[src/tcf_pkg.sv]
// package: constants, types and helpers of the eight-bit timer/counter block
// Contract
// - run bit rising starts; writing zero stops, clears
// - clock field picks divided high clock or pin
// - divider bits double ratio or pick low/8
// - mode field: timer, reserved, divider, pwm
// - stop power mode entry clears run bit
// - control bits 7 and 6 read undefined; here they read zero
// - timer mode counts each internal clock tick
// - match raises interrupt, clears counter, resumes
// - event mode counts rises, matches at fall
package tcf_pkg;

  // ----------------------------------------------------------------
  // register map and reset values
  // ----------------------------------------------------------------
  localparam int             TCF_ADDR_W     = 8;
  localparam logic [7:0]     TCF_CTRL_ADDR  = 8'h14;
  localparam logic [7:0]     TCF_CMP_ADDR   = 8'h18;
  localparam logic [7:0]     TCF_STAT_ADDR  = 8'h1c;
  localparam logic [7:0]     TCF_MASK_ADDR  = 8'h20;
  localparam logic [7:0]     TCF_CFG_ADDR   = 8'h24;
  localparam logic [7:0]     TCF_CNT_ADDR   = 8'h28;
  localparam logic [5:0]     TCF_CTRL_RST   = 6'h00;
  localparam logic [7:0]     TCF_CMP_RST    = 8'hff;
  localparam logic [7:0]     TCF_CNT_MAX    = 8'hff;
  localparam logic [1:0]     TCF_RESP_OKAY  = 2'b00;
  localparam logic [1:0]     TCF_RESP_SLVERR = 2'b10;
  localparam int             TCF_DIV_W      = 12;
  localparam logic [2:0]     TCF_LOW_DIV_LAST = 3'h7;

  // clock select codes with special meaning
  localparam logic [2:0]     TCF_CK_SLOWEST = 3'b000;
  localparam logic [2:0]     TCF_CK_UNDIV   = 3'b110;
  localparam logic [2:0]     TCF_CK_EXT     = 3'b111;

  // ----------------------------------------------------------------
  // types
  // ----------------------------------------------------------------
  typedef enum logic [1:0] {
    TCF_MODE_TIMER  = 2'b00,
    TCF_MODE_RSVD   = 2'b01,
    TCF_MODE_DIVOUT = 2'b10,
    TCF_MODE_PWM    = 2'b11
  } tcf_mode_type;

  typedef enum logic {
    TCF_WR_COLLECT = 1'b0,
    TCF_WR_RESP    = 1'b1
  } tcf_wr_state_type;

  // control register, bits 5..0 (bits 7..6 are not stored)
  typedef struct packed {
    logic         run;
    logic [2:0]   cksel;
    tcf_mode_type mode;
  } tcf_ctrl_type;

  // divider and power configuration register, bits 2..0
  typedef struct packed {
    logic low_power;
    logic second_div;
    logic first_div;
  } tcf_cfg_type;

  typedef struct packed {
    logic                  awvalid;
    logic [TCF_ADDR_W-1:0] awaddr;
    logic                  wvalid;
    logic [31:0]           wdata;
    logic [3:0]            wstrb;
    logic                  bready;
    logic                  arvalid;
    logic [TCF_ADDR_W-1:0] araddr;
    logic                  rready;
  } tcf_axil_req_type;

  typedef struct packed {
    logic        awready;
    logic        wready;
    logic        bvalid;
    logic [1:0]  bresp;
    logic        arready;
    logic        rvalid;
    logic [31:0] rdata;
    logic [1:0]  rresp;
  } tcf_axil_rsp_type;

  // ----------------------------------------------------------------
  // helpers
  // ----------------------------------------------------------------
  // base divide exponent for each high-clock code
  function automatic logic [3:0] tcf_div_exp(input logic [2:0] code);
    unique case (code)
      3'b000:  tcf_div_exp = 4'd11;
      3'b001:  tcf_div_exp = 4'd7;
      3'b010:  tcf_div_exp = 4'd5;
      3'b011:  tcf_div_exp = 4'd3;
      3'b100:  tcf_div_exp = 4'd2;
      3'b101:  tcf_div_exp = 4'd1;
      default: tcf_div_exp = 4'd0;
    endcase
  endfunction

  // true for every mapped register address
  function automatic logic tcf_addr_hit(input logic [TCF_ADDR_W-1:0] a);
    tcf_addr_hit = (a == TCF_CTRL_ADDR) || (a == TCF_CMP_ADDR)  ||
                   (a == TCF_STAT_ADDR) || (a == TCF_MASK_ADDR) ||
                   (a == TCF_CFG_ADDR)  || (a == TCF_CNT_ADDR);
  endfunction

endpackage

[src/tcf_edge.sv]
// module: edge detector for a synchronous input pin
`timescale 1ns/1ps
module tcf_edge import tcf_pkg::*; (
  // clock and reset
  input  wire logic clk,
  input  wire logic sys_rst,
  // pin and edges
  input  wire logic pin_in,
  output logic      rise,
  output logic      fall
);

  typedef struct packed {
    logic prev;
  } tcf_edge_st_type;

  tcf_edge_st_type st_ff;
  tcf_edge_st_type nxt_st;

  // remember last sample
  always_comb begin
    nxt_st      = st_ff;
    nxt_st.prev = pin_in;
  end

  always_ff @(posedge clk) begin
    if (sys_rst) begin
      st_ff <= '0;
    end else begin
      st_ff <= nxt_st;
    end
  end

  // pin is taken as synchronous, so no extra stages
  assign rise = pin_in & ~st_ff.prev;
  assign fall = ~pin_in & st_ff.prev;

endmodule // tcf_edge

[src/tcf_prescaler.sv]
// module: count clock source selection and division
`timescale 1ns/1ps
module tcf_prescaler import tcf_pkg::*; (
  // clock and reset
  input  wire logic       clk,
  input  wire logic       sys_rst,
  // selection
  input  wire logic [2:0] cksel,
  input  wire tcf_cfg_type cfg,
  input  wire logic       low_rise,
  // count tick
  output logic            tick
);

  typedef struct packed {
    logic [TCF_DIV_W-1:0] div_cnt;
    logic [2:0]           low_cnt;
  } tcf_pre_st_type;

  tcf_pre_st_type st_ff;
  tcf_pre_st_type nxt_st;

  logic [3:0]           exp_sel;
  logic [TCF_DIV_W-1:0] div_mask;
  logic                 hi_tick;
  logic                 low_tick;

  // free-running dividers; a start does not realign them, so the
  // first tick after start may come early by up to one period
  always_comb begin
    nxt_st         = st_ff;
    nxt_st.div_cnt = st_ff.div_cnt + 1'b1;
    if (low_rise) begin
      nxt_st.low_cnt = st_ff.low_cnt + 1'b1;
    end
  end

  always_ff @(posedge clk) begin
    if (sys_rst) begin
      st_ff <= '0;
    end else begin
      st_ff <= nxt_st;
    end
  end

  // second divider bit doubles each high-clock ratio
  assign exp_sel  = tcf_div_exp(cksel) + {3'h0, cfg.second_div};
  assign div_mask = TCF_DIV_W'((13'h1 << exp_sel) - 13'h1);
  assign hi_tick  = ((st_ff.div_cnt & div_mask) == div_mask);
  assign low_tick = low_rise && (st_ff.low_cnt == TCF_LOW_DIV_LAST);

  // source choice: slow power modes allow only low clock / 8;
  // the first divider bit moves code 000 onto the low clock
  always_comb begin
    if (cfg.low_power) begin
      tick = (cksel == TCF_CK_SLOWEST) && low_tick;
    end else if ((cksel == TCF_CK_SLOWEST) && cfg.first_div) begin
      tick = low_tick;
    end else if (cksel == TCF_CK_EXT) begin
      tick = 1'b0;
    end else begin
      tick = hi_tick;
    end
  end

endmodule // tcf_prescaler

[src/tcf_timer_top.sv]
// module: eight-bit timer/counter with AXI4-Lite register access
//
// The AXI4-Lite slave port was left to the implementer.
`timescale 1ns/1ps
module tcf_timer_top import tcf_pkg::*; (
  // clock and reset
  input  wire logic              clk,
  input  wire logic              sys_rst,
  // register bus
  input  wire tcf_axil_req_type  axil_req,
  output tcf_axil_rsp_type       axil_rsp,
  // pins and power events
  input  wire logic              external_count_input,
  input  wire logic              low_freq_clock,
  input  wire logic              stop_mode_enter,
  // interrupt
  output logic                   irq
);

  // ----------------------------------------------------------------
  // state
  // ----------------------------------------------------------------
  typedef struct packed {
    tcf_axil_rsp_type      rsp;
    tcf_wr_state_type      wr_state;
    logic                  aw_full;
    logic [TCF_ADDR_W-1:0] awaddr;
    logic                  w_full;
    logic [7:0]            wdata;
    logic                  wstrb0;
    tcf_ctrl_type          ctrl;
    logic [7:0]            cmp;
    logic                  status;
    logic                  mask;
    tcf_cfg_type           cfg;
    logic [7:0]            cnt;
    logic                  irq;
  } tcf_top_st_type;

  tcf_top_st_type st_ff;
  tcf_top_st_type nxt_st;

  logic tick;
  logic ext_rise;
  logic ext_fall;
  logic low_rise;
  logic do_wr;
  logic wr_hit;
  logic match_ev;

  // ----------------------------------------------------------------
  // helpers
  // ----------------------------------------------------------------
  // read view; upper control bits simply read zero
  function automatic logic [31:0] rd_value(input tcf_top_st_type s,
                                           input logic [TCF_ADDR_W-1:0] a);
    rd_value = 32'h0;
    unique case (a)
      TCF_CTRL_ADDR: rd_value = {26'h0, s.ctrl};
      TCF_CMP_ADDR:  rd_value = {24'h0, s.cmp};
      TCF_STAT_ADDR: rd_value = {31'h0, s.status};
      TCF_MASK_ADDR: rd_value = {31'h0, s.mask};
      TCF_CFG_ADDR:  rd_value = {29'h0, s.cfg};
      TCF_CNT_ADDR:  rd_value = {24'h0, s.cnt};
      default:       rd_value = 32'h0;
    endcase
  endfunction

  // ----------------------------------------------------------------
  // sub-blocks
  // ----------------------------------------------------------------
  // external count pin edges
  tcf_edge u_ext_edge (
    .clk     (clk),
    .sys_rst (sys_rst),
    .pin_in  (external_count_input),
    .rise    (ext_rise),
    .fall    (ext_fall)
  );

  // low-frequency clock edges feed the /8 path
  tcf_edge u_low_edge (
    .clk     (clk),
    .sys_rst (sys_rst),
    .pin_in  (low_freq_clock),
    .rise    (low_rise),
    .fall    ()
  );

  tcf_prescaler u_pre (
    .clk      (clk),
    .sys_rst  (sys_rst),
    .cksel    (st_ff.ctrl.cksel),
    .cfg      (st_ff.cfg),
    .low_rise (low_rise),
    .tick     (tick)
  );

  assign do_wr  = st_ff.aw_full && st_ff.w_full && (st_ff.wr_state == TCF_WR_COLLECT);
  assign wr_hit = tcf_addr_hit(st_ff.awaddr);

  // ----------------------------------------------------------------
  // next state
  // ----------------------------------------------------------------
  always_comb begin
    nxt_st   = st_ff;
    match_ev = 1'b0;

    // write address and data are taken in either order
    if (axil_req.awvalid && st_ff.rsp.awready) begin
      nxt_st.aw_full = 1'b1;
      nxt_st.awaddr  = axil_req.awaddr;
    end
    if (axil_req.wvalid && st_ff.rsp.wready) begin
      nxt_st.w_full = 1'b1;
      nxt_st.wdata  = axil_req.wdata[7:0];
      nxt_st.wstrb0 = axil_req.wstrb[0];
    end

    // response retires first, then a new write may be performed
    if (st_ff.rsp.bvalid && axil_req.bready) begin
      nxt_st.rsp.bvalid = 1'b0;
      nxt_st.wr_state   = TCF_WR_COLLECT;
    end
    if (do_wr) begin
      nxt_st.aw_full   = 1'b0;
      nxt_st.w_full    = 1'b0;
      nxt_st.wr_state  = TCF_WR_RESP;
      nxt_st.rsp.bvalid = 1'b1;
      nxt_st.rsp.bresp = wr_hit ? TCF_RESP_OKAY : TCF_RESP_SLVERR;
    end

    // register writes; only the low byte lane carries data
    if (do_wr && wr_hit && st_ff.wstrb0) begin
      unique case (st_ff.awaddr)
        TCF_CTRL_ADDR: nxt_st.ctrl = tcf_ctrl_type'(st_ff.wdata[5:0]);
        TCF_CMP_ADDR:  nxt_st.cmp  = st_ff.wdata;
        TCF_STAT_ADDR: begin
          if (st_ff.wdata[0]) begin
            nxt_st.status = 1'b0;
          end
        end
        TCF_MASK_ADDR: nxt_st.mask = st_ff.wdata[0];
        TCF_CFG_ADDR:  nxt_st.cfg  = tcf_cfg_type'(st_ff.wdata[2:0]);
        default:       nxt_st.cnt  = st_ff.cnt;
      endcase
    end

    // stop power mode overrides any software start
    if (stop_mode_enter) begin
      nxt_st.ctrl.run = 1'b0;
    end

    // read channel: one outstanding read
    if (st_ff.rsp.rvalid && axil_req.rready) begin
      nxt_st.rsp.rvalid = 1'b0;
    end
    if (axil_req.arvalid && st_ff.rsp.arready) begin
      nxt_st.rsp.rvalid = 1'b1;
      nxt_st.rsp.rdata  = rd_value(st_ff, axil_req.araddr);
      nxt_st.rsp.rresp  = tcf_addr_hit(axil_req.araddr) ? TCF_RESP_OKAY : TCF_RESP_SLVERR;
    end

    // counting per mode while running
    if (st_ff.ctrl.run) begin
      unique case (st_ff.ctrl.mode)
        TCF_MODE_TIMER: begin
          if (st_ff.ctrl.cksel == TCF_CK_EXT) begin
            // event counting: rise counts, match seen at the fall
            if (ext_fall && (st_ff.cnt == st_ff.cmp)) begin
              nxt_st.cnt = 8'h00;
              match_ev   = 1'b1;
            end else if (ext_rise) begin
              nxt_st.cnt = st_ff.cnt + 1'b1;
            end
          end else if (tick) begin
            if (st_ff.cnt == st_ff.cmp) begin
              nxt_st.cnt = 8'h00;
              match_ev   = 1'b1;
            end else begin
              nxt_st.cnt = st_ff.cnt + 1'b1;
            end
          end
        end
        TCF_MODE_DIVOUT: begin
          // same match-and-clear cadence; output pin not modelled
          if (tick) begin
            if (st_ff.cnt == st_ff.cmp) begin
              nxt_st.cnt = 8'h00;
              match_ev   = 1'b1;
            end else begin
              nxt_st.cnt = st_ff.cnt + 1'b1;
            end
          end
        end
        TCF_MODE_PWM: begin
          // free run, interrupt at overflow; output pin not modelled
          if (tick) begin
            nxt_st.cnt = st_ff.cnt + 1'b1;
            match_ev   = (st_ff.cnt == TCF_CNT_MAX);
          end
        end
        TCF_MODE_RSVD: begin
          nxt_st.cnt = 8'h00;
        end
      endcase
    end

    // stopped (or being stopped) counter holds zero
    if (!nxt_st.ctrl.run) begin
      nxt_st.cnt = 8'h00;
    end

    // sticky status: a new event wins over a same-cycle clear
    if (match_ev) begin
      nxt_st.status = 1'b1;
    end
    nxt_st.irq = nxt_st.status & nxt_st.mask;

    // ready flags follow the next occupancy
    nxt_st.rsp.awready = !nxt_st.aw_full && (nxt_st.wr_state == TCF_WR_COLLECT);
    nxt_st.rsp.wready  = !nxt_st.w_full && (nxt_st.wr_state == TCF_WR_COLLECT);
    nxt_st.rsp.arready = !nxt_st.rsp.rvalid;
  end

  // ----------------------------------------------------------------
  // state register
  // ----------------------------------------------------------------
  always_ff @(posedge clk) begin
    if (sys_rst) begin
      st_ff          <= '0;
      st_ff.ctrl     <= tcf_ctrl_type'(TCF_CTRL_RST);
      st_ff.cmp      <= TCF_CMP_RST;
      st_ff.wr_state <= TCF_WR_COLLECT;
    end else begin
      st_ff <= nxt_st;
    end
  end

  // outputs straight from flops
  assign axil_rsp = st_ff.rsp;
  assign irq      = st_ff.irq;

endmodule // tcf_timer_top

[config.mk]
export PLATFORM = sky130hd
export DESIGN_NAME = tcf_timer_top
export DESIGN_NICKNAME = d
export VERILOG_FILES = /design/src/tcf_pkg.sv /design/src/tcf_edge.sv /design/src/tcf_prescaler.sv /design/src/tcf_timer_top.sv
export SDC_FILE = /design/constraint.sdc
export NUM_CORES = 1
export LEC_CHECK = 0
export ABC_CLOCK_PERIOD_IN_PS = 5200
export BUFFER_PORTS_ARGS = -buffer_cell sky130_fd_sc_hd__buf_4
export CORE_MARGIN = 2
export CORE_UTILIZATION = 50
export CTS_BUF_LIST = sky130_fd_sc_hd__clkbuf_4
export DETAILED_ROUTE_END_ITERATION = 8
export PLACE_DENSITY = 0.74
export SLEW_MARGIN = 20
export SYNTH_ARGS = -nofsm -noshare
export SYNTH_HDL_FRONTEND = slang
export SYNTH_SLANG_ARGS = --single-unit
[constraint.sdc]
create_clock -name clk -period 5.2 [get_ports clk]
set_input_delay 0.26 -clock clk [delete_from_list [all_inputs] [get_ports clk]]
set_output_delay 0.26 -clock clk [all_outputs]
set_load 0.01 [all_outputs]
After elaboration in Yosys (flattened, before gate mapping). Index checks and enable logic that the tools add are counted.

Output and inout port bits: 42. Bits of input ports: 62. Logic and storage cells: 146. Bits in registers: 106.

Equal/unequal tests: 25. Shifts and indexed selects: 1. Reductions and logical operators: 35. $add $sub $neg: 5. Bitwise gates (word level): 11. Multiplexer cells: 40.

Operators by type and width (count): $mux W8 (8); $eq A8 B5 Y1 const B (6); $eq A8 B6 Y1 const B (6); $pmux W8 S6 (1); $mux W35 (1); $pmux W8 S4 (1); $mux W27 (1); $pmux W4 S6 (1); $mux W1 (18); $logic_and A1 B1 Y1 (15); $add A12 B1 Y12 const B (1); $and A12 B12 Y12 (1); $eq A12 B12 Y1 (1); $eq A3 B3 Y1 const B (4); $shl A1 B4 Y12 const A (1); $sub A12 B1 Y12 const B (1); $logic_or A1 B1 Y1 (10); $mux W10 (1); $mux W9 (1); $add A8 B1 Y8 const B (1); $eq A8 B8 Y1 (1); $eq A8 B8 Y1 const B (1); $eq A3 B2 Y1 const B (2); $mux W2 (3); other kinds (16) (30).

Depth between registers and ports, before layout. Gate-level depths: netlist of the first run.

Depth in word-level cells: 16. Depth in mapped cells: 21. Gate-level depth less buffers: 17.

Modules after synthesis. Synthesis of the first run repeated with hierarchy kept, for this count alone.

Cell total of the unflattened synthesis: 602. Area total of the unflattened synthesis: 4767.1 um^2.

By module, submodules not included: tcf_timer_top (times used 1, sequential area each 1261.2 um^2, area each 3465.8 um^2, cells an instance 434); tcf_prescaler (times used 1, sequential area each 300.3 um^2, area each 1223.7 um^2, cells an instance 160); tcf_edge (times used 2, sequential area each 20.0 um^2, area each 38.8 um^2, cells an instance 4).

Worst setup path before layout of the first run. OpenSTA, ideal clock, no wires.

Path kind: reg-to-reg. From: register st_ff[26] (netlist name). To: register st_ff[8] (netlist name). Slack: 0.914 ns. Arrival time: 4.168 ns. Data required time: 5.083 ns. Cell stages (with the launch flop): 20. Setup time: 0.117 ns. Path buffers: 3. Period minus slack after synthesis: 4.286 ns. Cell sequence: dfxtp_1 -> buf_2 -> clkbuf_1 -> o21ai_0 -> ha_1 -> ha_1 -> clkbuf_1 -> a21oi_1 -> o311a_1 -> nand2_1 -> ha_1 -> nor2_1 -> or3_1 -> a221oi_2 -> o311ai_1 -> nor4_4 -> and3_4 -> nor2_1 -> or4_1 -> a32o_1.

Cells in the longest elaborated chain, start to end: 14. Elaborated cells on any way between the ends: 23. Classes of those cells: add/sub (2); eq/ne (7); shift (1); mux (9); bitwise (1); reduce/logical (3).

RTL lines: from (decl) (line tcf_timer_top.sv:40) `tcf_top_st_type st_ff;`; from (signal assigned) (line tcf_timer_top.sv:236) `st_ff <= nxt_st;`; $eq A3 B3 Y1, or another cell as far along (line tcf_pkg.sv:94) `unique case (code)`; $pmux W4 S6 (line tcf_pkg.sv:94); $add A4 B1 Y4 (line tcf_prescaler.sv:47) `assign exp_sel = tcf_div_exp(cksel) + {3'h0, cfg.second_div};`; $shl A1 B4 Y12 (line tcf_prescaler.sv:48) `assign div_mask = TCF_DIV_W'((13'h1 << exp_sel) - 13'h1);`; $sub A12 B1 Y12 (line tcf_prescaler.sv:48); $and A12 B12 Y12 (line tcf_prescaler.sv:49) `assign hi_tick = ((st_ff.div_cnt & div_mask) == div_mask);`; $eq A12 B12 Y1 (line tcf_prescaler.sv:49); $mux W1 (line tcf_prescaler.sv:59) `end else if (cksel == TCF_CK_EXT) begin`; $mux W1 (line tcf_prescaler.sv:57) `end else if ((cksel == TCF_CK_SLOWEST) && cfg.first_div) begin`; $mux W1 (line tcf_prescaler.sv:55) `if (cfg.low_power) begin`; $mux W8 (line tcf_timer_top.sv:176) `end else if (tick) begin`; $mux W8 (line tcf_timer_top.sv:168) `if (st_ff.ctrl.cksel == TCF_CK_EXT) begin`; $pmux W8 S4 (*) (line tcf_timer_top.sv:166) `unique case (st_ff.ctrl.mode)`; $mux W8 (*) (line tcf_timer_top.sv:165) `if (st_ff.ctrl.run) begin`.

Every way passes the cells marked *; elsewhere a longest branch is shown, timed or not. A chain may end at the register's enable or synchronous reset.

Final worst setup path of the first run.
From: register st_ff[25] (netlist name). To: register st_ff[6] (netlist name).

Same word-level chain as after synthesis.

==> flow_summary.yaml, run 1 <==
global_routing:
  grt_remaining_overflow: 0
  grt_pass1_wl_um: 19000
  grt_antenna_before_repair: 0
  grt.total_usage: 0.223
  grt_pass1_vias: 4018
  grt_max_degree: 72
detailed_routing:
  vias_per_cell: 5.72
  vias: 4393
  dr.first_iter.drc_count: 349
  wirelength_um: 11600
  wl_per_cell_um: 15.2
  firstDrtPassIters: 5
  postRouteAntennaNets: 0
  post-route-drc-count: 0
synth:
  netlist_instances: 618
  synth_compound_area_frac: 0.199
  synth_fa_ha_area_frac: 0.0305
  synth.area.mux_share: 0.0333
  ys.flop_type: "dfxtp_1"
  synth.distinct_cells: 73
  ys_ff_latch: 80
  syn_area_mm2: 0.00492
  synth-edff-count: 0
  synthArstFlopShare: 0
  ys_seq_area_frac: 0.326
  synthSimpleGateAreaFrac: 0.267
  yosys.area_share.xor_xnor: 0.0410
  yosys_warnings: 0
  synth_top_family_by_area: "simple AND/OR/NAND/NOR gates"
  syn_avg_cell_area_um2: 7.95
clock_tree:
  numCtsBuffers: 9
  clk_latency_ps: 430
  clockRootBuffer: "clkbuf_4"
  cts_sinks: 80
  clk_pin_slew_ps: 160
  post-cts-setup-buffers: 0
  clock_path_buffers: 2
  htree_num_levels: 3
  cts_tree: "built"
cells_and_area:
  n_antenna_cell: 0
  postLayoutCellArea_mm2: 0.00530
  final.fill_count: 916
  final-seq-area_mm2: 0.00160
  multi_input_area_mm2: 0.00291
  areaGrowthSynthToFinish_pct: 7.89
  nets: 704
  drive_gt1_frac: 0.143
  finalCoreUtilization: 0.550
timing:
  min_period_over_period: 0.889
  max_slew.worst_pin.slew_ps: 737
  period_needed_ps: 4620
  maxSlewViolCount: 0
  relSlewSlack: 0.505
  max_freq_mhz: 216
  rsz0062_at_grt: "no"
  fin_worst_skew_ps: 18.5
  fin_tns_setup_ps: 0
  finalSetupViolations: 0
  finalHoldViolations: 0
die:
  num_rows: 36
  die_h_um: 103
  core_mm2: 0.00964
  die_w_um: 103
  io_pins: 104
  start_util: 0.510
  dieArea_mm2: 0.0106
setup_path:
  crit_path_frequent_cell: "ha_1"
  cpPeakStageDelay_ps: 670
  crit_arrival_ps: 4990
  crit_chain: "o21ai_0, ha_1, ha_1, a21oi_1, nand4_1, ha_1, nor2_1, or3_1, a221oi_2, o311ai_1, nor4_4, nand3_2, a311oi_4, o211ai_1, o2bb2ai_1"
  crit_required_ps: 5570
  critPathKind: "reg -> reg"
  worstSetupStartpointType: "register"
  crit_family: "compound AO/OA/AOI/OAI gates"
  crit_buf_inv: 0
  end_kind: "register"
  crit_path_top_delay_cell: "dfxtp_1"
  worstPathMaxFanout: 14
power:
  ir_worst_vdd_v: 0.000175
  power.density_mw_per_mm2: 223
  p_total_w: 0.00119
  p_leak_nw: 2.06
run_status:
  status: "complete, no violations"
hold_path:
  hp-class: "in -> reg"
place:
  dp.final_hpwl_um: 8340
  placed_area_mm2: 0.00512
  place_congestion: 0.958
  io_buffers: 50
run:
  drv_cap: 0
==> cell usage in the layout, fill, tap and decap left out, drive strengths merged, types with 5 or more instances in the layout <==
master	synthesis	layout
nand4	14	14
mux2i	13	13
a21oi	49	49
nand2	68	68
inv	12	16
nor4	8	8
nor3b	6	6
and3	8	8
xnor2	8	8
conb	1	26
or3	11	11
a22oi	14	14
a211o	10	10
a32o	6	6
dfxtp	80	80
and2	8	8
nand3	21	21
clkbuf	32	9
buf	46	54
nor2b	16	16
o21ai	17	17
nor3	16	16
nand2b	5	5
ha	12	12
nor2	62	62
xor2	15	15
==> area by class of cell <==
| cell class | instances | share of cell area |
|---|---|---|
| clock buffers | 9 | 0.0127 |
| clock inverters | 7 | 0.0205 |
| inverters | 12 | 0.00849 |
| multi-input cells | 473 | 0.548 |
| flip-flops and latches | 80 | 0.302 |
| well taps | 133 | 0.0314 |
| repair buffers | 54 | 0.0764 |
==> cell families (layout without fill, tap and decap cells) <==
family                     after synthesis  count (layout)
and+or+nand+nor                        256             256
AOI/OAI and AO/OA                      140             140
buffers and inverters                   90              82
DFF                                     80              80
xor gates and xnor gates                23              23
muxes                                   16              16
adders and majority gates               12              12
other                                    1              26
==> cell usage after synthesis, types with 3 or more instances <==
master    number  share of area
mux2i_1       13          0.026
nor4_1         7         0.0089
a211o_1       10          0.018
o21ai_0       16          0.016
nand2_1       68          0.052
o211ai_1       3         0.0046
nand3_1       20          0.020
and3_1         7         0.0089
nor2b_1       16          0.020
nor2_1        61          0.047
buf_2          3         0.0031
buf_4         41          0.063
a21o_1         3         0.0046
a22oi_1       14          0.021
nor3_1        16          0.016
a21oi_1       48          0.049
and2_1         8          0.010
xnor2_1        8          0.014
nand4_1       14          0.018
nor3b_1        5         0.0076
inv_1         12         0.0092
clkbuf_1      32          0.024
nand2b_1       4         0.0051
or3_1         10          0.013
ha_1          12          0.031
mux2_2         3         0.0069
or4_1          3         0.0046
a211oi_1       3         0.0046
a32o_1         6          0.012
a311o_1        3         0.0061
a31oi_1        4         0.0051
nand3b_1       3         0.0046
dfxtp_1       80           0.33
xor2_1        15          0.027
==> what timing repair did <==
action | 4_1_cts | 5_1_grt
endpoints found under the setup margin | 0 | 6
resized for setup | 0 | 2
hold buffers | 0 | 0
==> worst register-to-register path: stages (launching register included) <==
cell,delay (ps)
dfxtp_1,670
o21ai_0,150
ha_1,260
ha_1,440
a21oi_1,240
nand4_1,140
ha_1,310
nor2_1,40
or3_1,320
a221oi_2,170
o311ai_1,170
nor4_4,380
nand3_2,340
a311oi_4,610
o211ai_1,170
o2bb2ai_1,160
==> sequential cells by signal, indices dropped and copies added (netlist names) <==
name,flops
irq,1
u_low_edge.st_ff,1
u_pre.st_ff,15
st_ff,47
u_ext_edge.st_ff,1
axil_rsp,15
==> routing by layer <==
layer	track usage	routed length, um
met1	0.308	5440
met4	0.0678	197
met3	0.0393	623
met5	0	0
met2	0.357	5380
==> final timing paths <==
| path | start | to | slack [ps] | depth (start not counted) |
|---|---|---|---|---|
| worst max-delay path | st_ff[25]$_SDFFE_PP0P_ | st_ff[6]$_SDFFE_PP0P_ | 580 | 15 |
| worst max register to register | st_ff[25]$_SDFFE_PP0P_ | st_ff[6]$_SDFFE_PP0P_ | 580 | 15 |
| worst min-delay path | external_count_input | u_ext_edge.st_ff$_SDFF_PP0_ | 50 | 2 |
| worst min register to register | st_ff[39]$_SDFFE_PP0P_ | st_ff[39]$_SDFFE_PP0P_ | 470 | 2 |
==> stage by stage <==
| step | hold WS [ps] | setup slack, ps | cells |
|---|---|---|---|
| after floorplan | 388 | 914 | 643 |
| after global placement | 438 | 601 | 752 |
| after detailed placement | 450 | 452 | 752 |
| after CTS | 31.3 | 450 | 768 |
| after global routing | 30.7 | 163 | 768 |
| final | 50.2 | 579 | 768 |
==> power breakdown <==
part           switching, W  total [W]  internal, W
Combinational     0.0000472  0.0000853    0.0000381
Sequential        0.0000137   0.000643     0.000629
Clock              0.000251   0.000457     0.000206
Note: power is estimated with default switching activity, not from simulation.
==> run 2, diff against run 1 <==
- CORE_ASPECT_RATIO: default -> 1.1
- RECOVER_POWER: default -> 100
==> flow_summary.yaml, run 2 (same netlist as run 1, synthesis figures left out) <==
die:
  die_h_um: 108
  core_mm2: 0.00944
  start_util: 0.521
  num_rows: 37
  die_w_um: 98.5
  dieArea_mm2: 0.0106
  io_pins: 104
setup_path:
  crit_required_ps: 5560
  end_kind: "register"
  crit_arrival_ps: 5160
  worstSetupStartpointType: "register"
  critPathKind: "reg -> reg"
  worstPathMaxFanout: 14
power:
  power.density_mw_per_mm2: 222
  p_comb_frac: 0.072
  pwr-share-seq: 0.556
  p_sw_w: 0.000290
  ir_worst_vdd_v: 0.000156
  switching_share: 0.251
  p_int_w: 0.000866
  clockPowerShare: 0.372
  p_total_w: 0.00116
  p_leak_nw: 1.98
timing:
  hold_ws_ps: 67.6
  fin_ws_ps: 401
  maxSlewViolCount: 72
  max_slew.worst_pin.slew_ps: 3070
  period_needed_ps: 4800
  fin_tns_setup_ps: 0
  min_period_over_period: 0.923
  finalHoldViolations: 0
  max_freq_mhz: 208
  rsz0062_at_grt: "no"
  relSlewSlack: -1.04
  fin_worst_skew_ps: 19.4
  finalSetupViolations: 0
detailed_routing:
  wirelength_um: 11600
  firstDrtPassIters: 5
  post-route-drc-count: 0
  vias: 4453
  vias_per_cell: 5.92
  wl_per_cell_um: 15.5
  dr.first_iter.drc_count: 386
  postRouteAntennaNets: 0
global_routing:
  grt_pass1_wl_um: 19200
  grt_remaining_overflow: 0
  use_met1: 0.287
  grt_max_degree: 72
  grt_use_met3: 0.0310
  top_usage_layer: "met2"
  grt_antenna_before_repair: 0
  grt_pass1_vias: 4090
  gr-usage-met2: 0.362
  grt.total_usage: 0.216
run_status:
  failed_checks: "capacitance limit, slew limit"
  status: "complete, but fails checks"
cells_and_area:
  drive_gt1_frac: 0.110
  nets: 704
  regMostFlops: "st_ff"
  layout_common_cells: "dfxtp_1, nand2_1, nor2_1"
  areaGrowthSynthToFinish_pct: 5.85
  n_antenna_cell: 0
  final.fill_count: 897
  finalCoreUtilization: 0.551
  layout_commonest_cell: "dfxtp_1"
  largest_register_ffs: 47
clock_tree:
  post-cts-setup-buffers: 0
  clockRootBuffer: "clkbuf_4"
  ctsHoldBuffers: 0
  clk_latency_ps: 420
  cts_resized: 0
  cts_tree: "built"
  clock_path_buffers: 2
  htree_num_levels: 3
  cts_sinks: 80
  numCtsBuffers: 9
  clk_pin_slew_ps: 140
run:
  drv_cap: 1
place:
  place_congestion: 0.909
  io_buffers: 50
  dp_slack_ps: 502
  dp.final_hpwl_um: 8540
hold_path:
  hp-class: "in -> reg"
[run 2: cell type report]
class | count | area [um2] | share of cell area
inverters | 12 | 45.0 | 0.00866
clock inverters | 7 | 101 | 0.0195
clock buffers | 9 | 67.6 | 0.0130
repair buffers | 54 | 342 | 0.0656
multi-input cells | 473 | 2900 | 0.557
flip-flops and latches | 80 | 1600 | 0.308
well taps | 117 | 146 | 0.0281
[run 2: worst paths after layout]
check,from,end,slack [ps],cells past startpoint
worst min register to register,st_ff[38]$_SDFFE_PP0P_,st_ff[38]$_SDFFE_PP0P_,470,2
worst min-delay path,low_freq_clock,u_low_edge.st_ff$_SDFF_PP0_,70,2
worst max-delay path,st_ff[25]$_SDFFE_PP0P_,st_ff[6]$_SDFFE_PP0P_,400,16
worst max register to register,st_ff[25]$_SDFFE_PP0P_,st_ff[6]$_SDFFE_PP0P_,400,16
[run 2: worst max-delay path: stages, from the launching register on]
cell,delay [ps]
dfxtp_1,650
o21ai_0,150
ha_1,260
ha_1,330
a21oi_1,180
o311a_1,240
nand2_1,80
ha_1,280
nor2_1,40
or3_1,320
a221oi_2,180
o311ai_1,170
nor4_4,530
nand3_2,400
a311oi_4,620
o211ai_1,170
o2bb2ai_1,150
[run 2: stage by stage]
| step | cell area (um2) | instances |
|---|---|---|
| after global routing | 5200 | 752 |
| after global placement | 5100 | 736 |
| after floorplan | 5010 | 643 |
| final | 5200 | 752 |
| after CTS | 5270 | 752 |
| after detailed placement | 5100 | 736 |
[run 2: power groups by stage]
stage | Sequential (W) | Clock (W) | Combinational [W]
final | 0.000643 | 0.000430 | 0.0000829
after global routing | 0.000646 | 0.000465 | 0.0000933
after CTS | 0.000643 | 0.000442 | 0.0000864
after detailed placement | 0.000656 | 0 | 0.0000858
after global placement | 0.000655 | 0 | 0.0000829
after floorplan | 0.000652 | 0 | 0.0000716
[run 2: layer usage]
metal  vias up  share of wire  routed length [um]
li1       2169              -                   -
met1      2097           0.44                5150
met2       166           0.48                5640
met3        21          0.053                 619
met4         0          0.020                 234
met5         -              0                   0
